==> src/rail_seq_pkg.sv <==
// Package: timing constants, state encoding and output group for the rail sequencer
package rail_seq_pkg;

	localparam int unsigned CLK_FREQ_HZ = 250_000_000;

	// Qualification intervals, in their printed units
	localparam int unsigned LONG_QUAL_MS = 190;
	localparam int unsigned SHORT_QUAL_US = 30;

	// Least times round up to whole cycles
	localparam longint unsigned LONG_QUAL_CYCLES =
		(longint'(LONG_QUAL_MS) * longint'(CLK_FREQ_HZ) + 64'd999) / 64'd1000;
	localparam longint unsigned SHORT_QUAL_CYCLES =
		(longint'(SHORT_QUAL_US) * longint'(CLK_FREQ_HZ) + 64'd999_999) / 64'd1_000_000;

	localparam int unsigned TIMER_WIDTH = 26;

	typedef enum logic [4:0] {
		ST_RESET = 5'h01,
		ST_EN_A = 5'h02,
		ST_EN_AB = 5'h04,
		ST_EN_ABC = 5'h08,
		ST_POWER_GOOD = 5'h10
	} seq_state_t;

	typedef struct packed {
		logic main_rail_ok;
		logic rail2_ok;
		logic rail3_ok;
		logic rail4_ok;
	} rail_status_t;

	typedef struct packed {
		logic enable_a;
		logic enable_b;
		logic enable_c;
		logic power_good;
	} seq_outputs_t;

	localparam seq_outputs_t OUTPUTS_RESET = 4'h0;

endpackage

==> src/rail_sync.sv <==
// Two-flop synchroniser for the four rail comparator levels
module rail_sync (
	input wire logic clk_in,
	input wire logic srst_in,
	input wire rail_seq_pkg::rail_status_t async_in,
	output rail_seq_pkg::rail_status_t sync_out
);
	import rail_seq_pkg::*;

	rail_status_t meta_reg;
	rail_status_t meta_next;
	rail_status_t sync_reg;
	rail_status_t sync_next;

	always_comb begin
		meta_next = async_in;
		sync_next = meta_reg;
		if (srst_in) begin
			meta_next = '0;
			sync_next = '0;
		end
	end

	always_ff @(posedge clk_in) begin
		meta_reg <= meta_next;
		sync_reg <= sync_next;
	end

	assign sync_out = sync_reg;

endmodule

==> src/qual_timer.sv <==
// Qualification timer: counts while its watched condition holds, restarts when it drops
module qual_timer #(
	parameter int unsigned WIDTH = rail_seq_pkg::TIMER_WIDTH
) (
	input wire logic clk_in,
	input wire logic srst_in,
	input wire logic hold_in,
	input wire logic [WIDTH-1:0] target_in,
	output logic done_out
);
	import rail_seq_pkg::*;

	if (WIDTH < 2 || WIDTH > 32) begin
		$error("qual_timer WIDTH out of range");
	end

	logic [WIDTH-1:0] count_reg;
	logic [WIDTH-1:0] count_next;

	always_comb begin
		count_next = count_reg;
		if (srst_in || !hold_in) begin
			count_next = '0;
		end else if (count_reg != target_in) begin
			count_next = count_reg + WIDTH'(1);
		end
	end

	always_ff @(posedge clk_in) begin
		count_reg <= count_next;
	end

	// Done only while the condition still holds, so a drop cancels at once
	assign done_out = hold_in && (count_reg == target_in);

endmodule

==> src/quad_rail_sequencer_core.sv <==
// Four-rail power sequencer: qualified start-up and post-power-good fault handling
module quad_rail_sequencer_core #(
	parameter longint unsigned LONG_CYCLES = rail_seq_pkg::LONG_QUAL_CYCLES,
	parameter longint unsigned SHORT_CYCLES = rail_seq_pkg::SHORT_QUAL_CYCLES
) (
	input wire logic clk_in,
	input wire logic srst_in,
	input wire logic main_rail_ok_in,
	input wire logic rail2_ok_in,
	input wire logic rail3_ok_in,
	input wire logic rail4_ok_in,
	output logic enable_a_out,
	output logic enable_b_out,
	output logic enable_c_out,
	output logic power_good_out,
	output logic post_power_mode_out
);
	import rail_seq_pkg::*;

	// Refuse intervals that the timers cannot count or that invert the order
	if (LONG_CYCLES < 2 || LONG_CYCLES >= (64'd1 << TIMER_WIDTH)) begin
		$error("LONG_CYCLES out of range");
	end
	if (SHORT_CYCLES < 2 || SHORT_CYCLES >= LONG_CYCLES) begin
		$error("SHORT_CYCLES out of range");
	end

	// Timer targets are one below the interval: done raises on the last counted cycle
	localparam logic [TIMER_WIDTH-1:0] LONG_TARGET = TIMER_WIDTH'(LONG_CYCLES - 64'd1);
	localparam logic [TIMER_WIDTH-1:0] SHORT_TARGET = TIMER_WIDTH'(SHORT_CYCLES - 64'd1);

	////////////////////////////////////////////////////////////////////////////////
	// Input synchronisation

	rail_status_t rails_async;
	rail_status_t rails;

	assign rails_async = '{main_rail_ok: main_rail_ok_in, rail2_ok: rail2_ok_in,
		rail3_ok: rail3_ok_in, rail4_ok: rail4_ok_in};

	rail_sync u_sync (
		.clk_in(clk_in),
		.srst_in(srst_in),
		.async_in(rails_async),
		.sync_out(rails)
	);

	////////////////////////////////////////////////////////////////////////////////
	// Qualification timers

	function automatic seq_outputs_t outputs_of(input seq_state_t st);
		seq_outputs_t o;
		o = OUTPUTS_RESET;
		case (st)
			ST_EN_A: o = 4'h8;
			ST_EN_AB: o = 4'hc;
			ST_EN_ABC: o = 4'he;
			ST_POWER_GOOD: o = 4'hf;
			default: o = OUTPUTS_RESET;
		endcase
		return o;
	endfunction

	seq_state_t state_reg;
	seq_state_t state_next;
	// High for the first cycle of each state, so the long and short timers start over on entry
	logic moved_reg;
	logic moved_next;

	logic all_ok;
	logic low_fault;
	logic long_hold;
	logic short_hold;
	logic fault_hold;
	logic long_done;
	logic short_done;
	logic fault_done;

	assign all_ok = rails.main_rail_ok && rails.rail2_ok && rails.rail3_ok && rails.rail4_ok;
	assign low_fault = !(rails.rail2_ok && rails.rail3_ok && rails.rail4_ok);

	// Long and short hold conditions are gated by state and by moved_reg, so a timer restarts on every state change
	always_comb begin
		long_hold = 1'b0;
		short_hold = 1'b0;
		case (state_reg)
			ST_RESET: long_hold = rails.main_rail_ok;
			ST_EN_A: short_hold = rails.main_rail_ok && rails.rail2_ok;
			ST_EN_AB: short_hold = rails.main_rail_ok && rails.rail2_ok
				&& rails.rail3_ok;
			ST_EN_ABC: long_hold = all_ok;
			default: begin
				long_hold = 1'b0;
				short_hold = 1'b0;
			end
		endcase
		// The short timer serves two states in a row; without this it would carry over
		if (moved_reg) begin
			long_hold = 1'b0;
			short_hold = 1'b0;
		end
	end

	assign fault_hold = (state_reg == ST_POWER_GOOD) && rails.main_rail_ok && low_fault;

	qual_timer #(.WIDTH(TIMER_WIDTH)) u_long_timer (
		.clk_in(clk_in),
		.srst_in(srst_in),
		.hold_in(long_hold),
		.target_in(LONG_TARGET),
		.done_out(long_done)
	);

	qual_timer #(.WIDTH(TIMER_WIDTH)) u_short_timer (
		.clk_in(clk_in),
		.srst_in(srst_in),
		.hold_in(short_hold),
		.target_in(SHORT_TARGET),
		.done_out(short_done)
	);

	// Separate timer so a start-up count cannot leak into the fault filter
	qual_timer #(.WIDTH(TIMER_WIDTH)) u_fault_timer (
		.clk_in(clk_in),
		.srst_in(srst_in),
		.hold_in(fault_hold),
		.target_in(SHORT_TARGET),
		.done_out(fault_done)
	);

	////////////////////////////////////////////////////////////////////////////////
	// Sequencing state machine

	seq_outputs_t outs_reg;
	seq_outputs_t outs_next;
	logic post_reg;
	logic post_next;

	always_comb begin
		state_next = state_reg;
		post_next = post_reg;
		case (state_reg)
			ST_RESET: begin
				if (long_done) begin
					state_next = ST_EN_A;
				end
			end
			ST_EN_A: begin
				if (short_done) begin
					state_next = ST_EN_AB;
				end
			end
			ST_EN_AB: begin
				if (short_done) begin
					state_next = ST_EN_ABC;
				end
			end
			ST_EN_ABC: begin
				if (long_done) begin
					state_next = ST_POWER_GOOD;
					post_next = 1'b1;
				end
			end
			ST_POWER_GOOD: begin
				// Main rail fault is not filtered: local supplies must go at once
				if (!rails.main_rail_ok) begin
					state_next = ST_RESET;
					post_next = 1'b0;
				end else if (fault_done) begin
					state_next = ST_EN_ABC;
				end
			end
			default: begin
				state_next = ST_RESET;
				post_next = 1'b0;
			end
		endcase
		if (srst_in) begin
			state_next = ST_RESET;
			post_next = 1'b0;
		end
		moved_next = !srst_in && (state_next != state_reg);
		outs_next = outputs_of(state_next);
	end

	always_ff @(posedge clk_in) begin
		state_reg <= state_next;
		outs_reg <= outs_next;
		post_reg <= post_next;
		moved_reg <= moved_next;
	end

	assign enable_a_out = outs_reg.enable_a;
	assign enable_b_out = outs_reg.enable_b;
	assign enable_c_out = outs_reg.enable_c;
	assign power_good_out = outs_reg.power_good;
	assign post_power_mode_out = post_reg;
endmodule

==> config.mk <==
export PLATFORM = sky130hd
export DESIGN_NAME = quad_rail_sequencer_core
export DESIGN_NICKNAME = d
export VERILOG_FILES = /design/src/rail_seq_pkg.sv /design/src/rail_sync.sv /design/src/qual_timer.sv /design/src/quad_rail_sequencer_core.sv
export SDC_FILE = /design/constraint.sdc
export NUM_CORES = 1
export LEC_CHECK = 0
export BUFFER_PORTS_ARGS = -buffer_cell sky130_fd_sc_hd__buf_2
export CAP_MARGIN = 30
export CORE_UTILIZATION = 25
export CTS_CLUSTER_SIZE = 10
export DETAILED_ROUTE_END_ITERATION = 8
export PLACE_DENSITY = 0.5
export SYNTH_ARGS = -nofsm -noshare
export SYNTH_HDL_FRONTEND = slang
export SYNTH_HIERARCHICAL = 1
export SYNTH_SLANG_ARGS = --single-unit
==> constraint.sdc <==
create_clock -name clk_in -period 3.46 [get_ports clk_in]
set_input_delay 0.173 -clock clk_in [delete_from_list [all_inputs] [get_ports clk_in]]
set_output_delay 0.173 -clock clk_in [all_outputs]
set_load 0.005 [all_outputs]
==> flow_summary.yaml, run 1 <==
synthesis:
  synth_cells: 679
  yosys_register_bits: 97
  syn-mean-instance-area_sq_um: 8.49
  yosysWarnings: 6
  async_flop_share: 0
  ys_seq_area_frac: 0.337
  syn-cell-area_sq_mm: 0.00577
  synth_cell_types: 59
  synth_edf_count: 0
  yosys_most_used_dff: "dfxtp_1"
setup_path:
  cp_max_fo: 8
  cp.arrival_ps: 2870
  required_ps: 3740
  setup.worst_path.start_class: "register"
  ff2ff_setup_slack_ps: 860
  cp-end-kind: "register"
  crit_type: "reg -> reg"
layout:
  layout-drive-gt1-share: 0.0975
  final_cell_mix: "97 x dfxtp_1, 91 x xor2_1, 78 x conb_1"
  layout_commonest_cell: "dfxtp_1"
  area_growth_pct: 15.0
  finalCoreUtilization: 0.293
  fin_nets: 763
  diodes: 0
  fill_cells: 2388
global_route:
  grt_pass1_vias: 4649
  grt_max_degree: 31
  antenna_found_initial: 0
  grt.overflow.total: 0
  grt_usage: 0.120
  grt_pass1_wl_microns: 23100
die:
  die_area_sq_mm: 0.0237
  die_y_microns: 154
  ios: 11
  die_w_microns: 154
  num_rows: 55
  start_util: 0.255
  fp.coreArea_sq_mm: 0.0226
power_and_ir_drop:
  leakage_nw: 2.65
  vdd_drop_max_mv: 0.198
  power_density_mw_per_mm2: 328
sta:
  fmax_mhz: 385
  rsz0062_at_grt: "false"
  clock_skew_ps: 11.5
  tightest_slew_ps: 564
  period_minus_slack_ps: 2600
  final_max_slew_viol_count: 0
  post-route-period-util: 0.751
  hold_viol: 0
  setup_slack_ps: 862
  setup-tns-final_ps: 0
  finalSetupViolations: 0
  relSlewSlack: 0.623
flow_run:
  cap_viol_max_count: 0
clock_tree:
  cts_inserted_buffers: 9
  cts_resized: 0
  postCtsSetupBuffers: 0
  clk_path_buf_depth: 2
  cts_tree: "built"
  clock-sinks: 97
  clkLatencyLatePin_ps: 350
  htreeDepth: 3
  cts_hold_buf: 0
  cts_root_buffer: "clkbuf_16"
  path_clk_slew_ps: 70
route:
  vias: 4842
  drtAntennaViolNets: 0
  drt_iter0_markers: 168
  vias_per_cell: 4.64
  wirelength_microns: 13300
  wl_per_cell_microns: 12.8
  drc: 0
  drt_pass1_iterations: 4
outcome:
  outcome: "finished, final reports clean"
placed_design:
  hpwl_microns: 9520
  gp_congestion: 0.782
  dp_slack_ps: 917
  io_buffers: 10
worst_hold_path:
  worstHoldPathType: "in -> reg"
## synth_stat cells (14+ instances only)
library cell / instances / area, sq um
or3_1: 20 / 125
nand3_1: 29 / 145
nor4_1: 14 / 87.6
nor2_1: 58 / 218
o211ai_1: 19 / 143
nand2_1: 54 / 203
o21ai_0: 28 / 140
xor2_1: 91 / 797
and3_1: 17 / 106
or4_1: 21 / 158
clkbuf_1: 17 / 63.8
nand4_1: 18 / 113
a21oi_1: 25 / 125
dfxtp_1: 97 / 1940
## kinds of logic (layout without fill, tap and decap cells)
| family | count (synthesis) | in the layout | share of synthesized area |
|---|---|---|---|
| and+or+nand+nor | 313 | 313 | 0.312 |
| AOI/OAI and AO/OA | 116 | 116 | 0.139 |
| xor gates and xnor gates | 97 | 97 | 0.147 |
| DFF | 97 | 97 | 0.337 |
| buffers and inverters | 41 | 45 | 0.0395 |
| muxes | 10 | 10 | 0.0174 |
| adders and majority gates | 3 | 3 | 0.00651 |
| other | 2 | 78 | 0.00130 |
## layout make-up
cell class | count | area (sq um) | share of cell area
clock inverters | 6 | 42.5 | 0.00641
flip-flops and latches | 97 | 1940 | 0.293
well taps | 285 | 357 | 0.0538
repair buffers | 23 | 148 | 0.0223
clock buffers | 10 | 239 | 0.0360
multi-input cells | 617 | 3880 | 0.585
inverters | 6 | 22.5 | 0.00340
## where the power goes
| part | total, mW | switching, mW | internal, mW |
|---|---|---|---|
| clock network | 0.970 | 0.461 | 0.509 |
| registers | 1.12 | 0.00277 | 1.12 |
| logic | 0.0823 | 0.0520 | 0.0303 |
## final timing paths
kind,startpoint,end,cells after the start
setup / recovery,u_long_timer/count_reg[19],moved_reg,9
hold / removal,rail3_ok_in,u_sync/meta_reg[1],2
hold reg to reg,u_sync/meta_reg[0],u_sync/sync_out[0],1
setup reg to reg,u_long_timer/count_reg[19],moved_reg,9
## critical path, cell delays in order, from the launching register on
cell and delay, ps:
dfxtp_1 350, xor2_1 170, nor4_1 510, nand4_2 300, nor2_2 190, and2_1 210, and4_1 260, o221ai_2 110
a221o_1 350, o211ai_2 70
## through the flow
step	instances	total power [mW]	cell area [sq um]	hold WS [ps]
after floorplan	755	1.21	6050	245
after global placement	1028	1.23	6350	387
after detailed placement	1028	1.23	6350	410
after CTS	1044	2.23	6630	37.5
after global routing	1044	2.27	6630	60.4
final	1044	2.17	6630	48.4
## metal layers
layer,vias up,routed length (microns),global-route usage
li1,2536,-,-
met5,-,0,0
met1,2250,6670,0.155
met2,46,6140,0.197
met3,10,360,0.0276
met4,0,142,0.0348
(Power assumes the default switching activity.)
==> run 2, diff against run 1 <==
Settings changed: PLACE_DENSITY 0.5 to 0.51.
Clock period 3.46 ns to 2.33 ns, I/O delays scaled along.
==> run 2 against run 1 <==
Compared with the run above: sequential share of layout area decreased by 1.5 points; non-clock buffer count is 40 higher; clock power up 72%; critical path type unchanged; design area up 5.8%; critical path depth up 1; largest cell class unchanged.
==> flow_summary.yaml, run 2 (synthesis gave the netlist of run 1 again) <==
outcome:
  outcome: "finished, final reports clean"
die:
  die_w_microns: 154
  die_area_sq_mm: 0.0237
  fp.coreArea_sq_mm: 0.0226
  num_rows: 55
  start_util: 0.255
  die_y_microns: 154
  ios: 11
route:
  drt_iter0_markers: 186
  drt_pass1_iterations: 4
  wl_per_cell_microns: 12.5
  drc: 0
  vias: 4978
  wirelength_microns: 13500
  drtAntennaViolNets: 0
  vias_per_cell: 4.59
setup_path:
  cp_max_fo: 5
  cp.arrival_ps: 2470
  setup.worst_path.start_class: "register"
  rr_startpoint: "u_fault_timer/count_reg[16]"
  crit_type: "reg -> reg"
  required_ps: 2610
  ff2ff_setup_slack_ps: 140
  startpoint: "u_fault_timer/count_reg[16]"
  cp-end-kind: "register"
layout:
  design_area_sq_mm: 0.00701
  instances_no_fill: 1084
  final_cell_mix: "91 x xor2_1, 91 x dfxtp_1, 78 x conb_1"
  layout-drive-gt1-share: 0.151
  diodes: 0
  fin_nets: 803
  area_growth_pct: 21.6
placed_design:
  dp.cells: 1065
  placed_cell_area_sq_mm: 0.00665
  gp_congestion: 0.808
  hpwl_microns: 9570
  io_buffers: 10
clock_tree:
  cts_inserted_buffers: 9
  clk_path_buf_depth: 2
  clock-sinks: 97
  path_clk_slew_ps: 80
  cts_root_buffer: "clkbuf_16"
  postCtsSetupBuffers: 0
  htreeDepth: 3
  clkLatencyLatePin_ps: 360
  cts_tree: "built"
sta:
  rsz0062_at_grt: "false"
  period_minus_slack_ps: 2190
  fmax_mhz: 457
  setup-tns-final_ps: 0
  hold_viol: 0
  final_max_slew_viol_count: 0
  post-route-period-util: 0.939
  finalSetupViolations: 0
  clock_skew_ps: 11.0
worst_hold_path:
  worstHoldPathType: "in -> reg"
  hold_start: "rail3_ok_in"
global_route:
  grt_pass1_wl_microns: 22900
  grt_max_degree: 31
  grt_usage: 0.120
  grt.overflow.total: 0
  grt_pass1_vias: 4561
  antenna_found_initial: 0
power_and_ir_drop:
  vdd_drop_max_mv: 0.290
  internal-power_mw: 2.67
  leakage_nw: 2.88
  seq_power_share: 0.481
  power_density_mw_per_mm2: 494
  p_switching_mw: 0.791
  switching_share: 0.228
  pwr-share-comb: 0.038
  clockPowerShare: 0.481
flow_run:
  cap_viol_max_count: 0
run 2: power by group through the flow:
stage                     Clock, mW  Combinational, mW  Sequential, mW
after detailed placement          0              0.126            1.71
after CTS                      1.74              0.131            1.67
after floorplan                   0             0.0966            1.70
final                          1.67              0.130            1.67
after global placement            0              0.127            1.71
after global routing           1.81              0.149            1.67
run 2: layout make-up:
class                      instances  area, sq um
clock inverter                     6         97.6
clock buffer                      10          229
timing repair buffer              63          455
tap                              285          357
fill                            2414        15600
multi-input combinational        617         3900
sequential                        97         1950
inverter                           6         22.5
run 2: through the flow:
step,utilization,worst slack [ps],total power [mW],hold slack [ps]
after floorplan,-,6.24,1.80,188
after global placement,0.294,161,1.83,331
after CTS,0.310,118,3.54,40.9
after detailed placement,0.294,140,1.83,331
after global routing,0.310,1.53,3.63,67.4
final,0.310,142,3.47,63.9
run 2: worst max-delay path, cell delays in order (launching register included):
cell and delay, ps:
dfxtp_2 340, xor2_1 130, nor4_1 400, nand4_2 190, nor2_4 140, and2_4 140
nand3b_1 90, o22ai_2 210, o221ai_2 110, a221o_1 310, o211ai_2 60
run 2: path summary, 6_finish.rpt:
path | to | cells past startpoint
setup / recovery | moved_reg | 10
setup reg to reg | moved_reg | 10
hold / removal | u_sync/meta_reg[1] | 2
hold reg to reg | u_sync/sync_out[1] | 1
run 2: metal layers:
metal  part of all wire  global-route usage  routed length [microns]  vias to the layer above
li1                   -                   -                        -                     2632
met5                  0                   0                        0                        -
met2               0.46               0.192                     6200                       59
met1               0.51               0.161                     6840                     2281
met4             0.0084              0.0295                      113                        0
met3              0.028              0.0293                      378                        6
run 2: timing repair:
item	CTS	global route
setup endpoints to repair	0	5
hold buffers	3	0
hold endpoints to repair	3	0
gates resized for setup	0	1
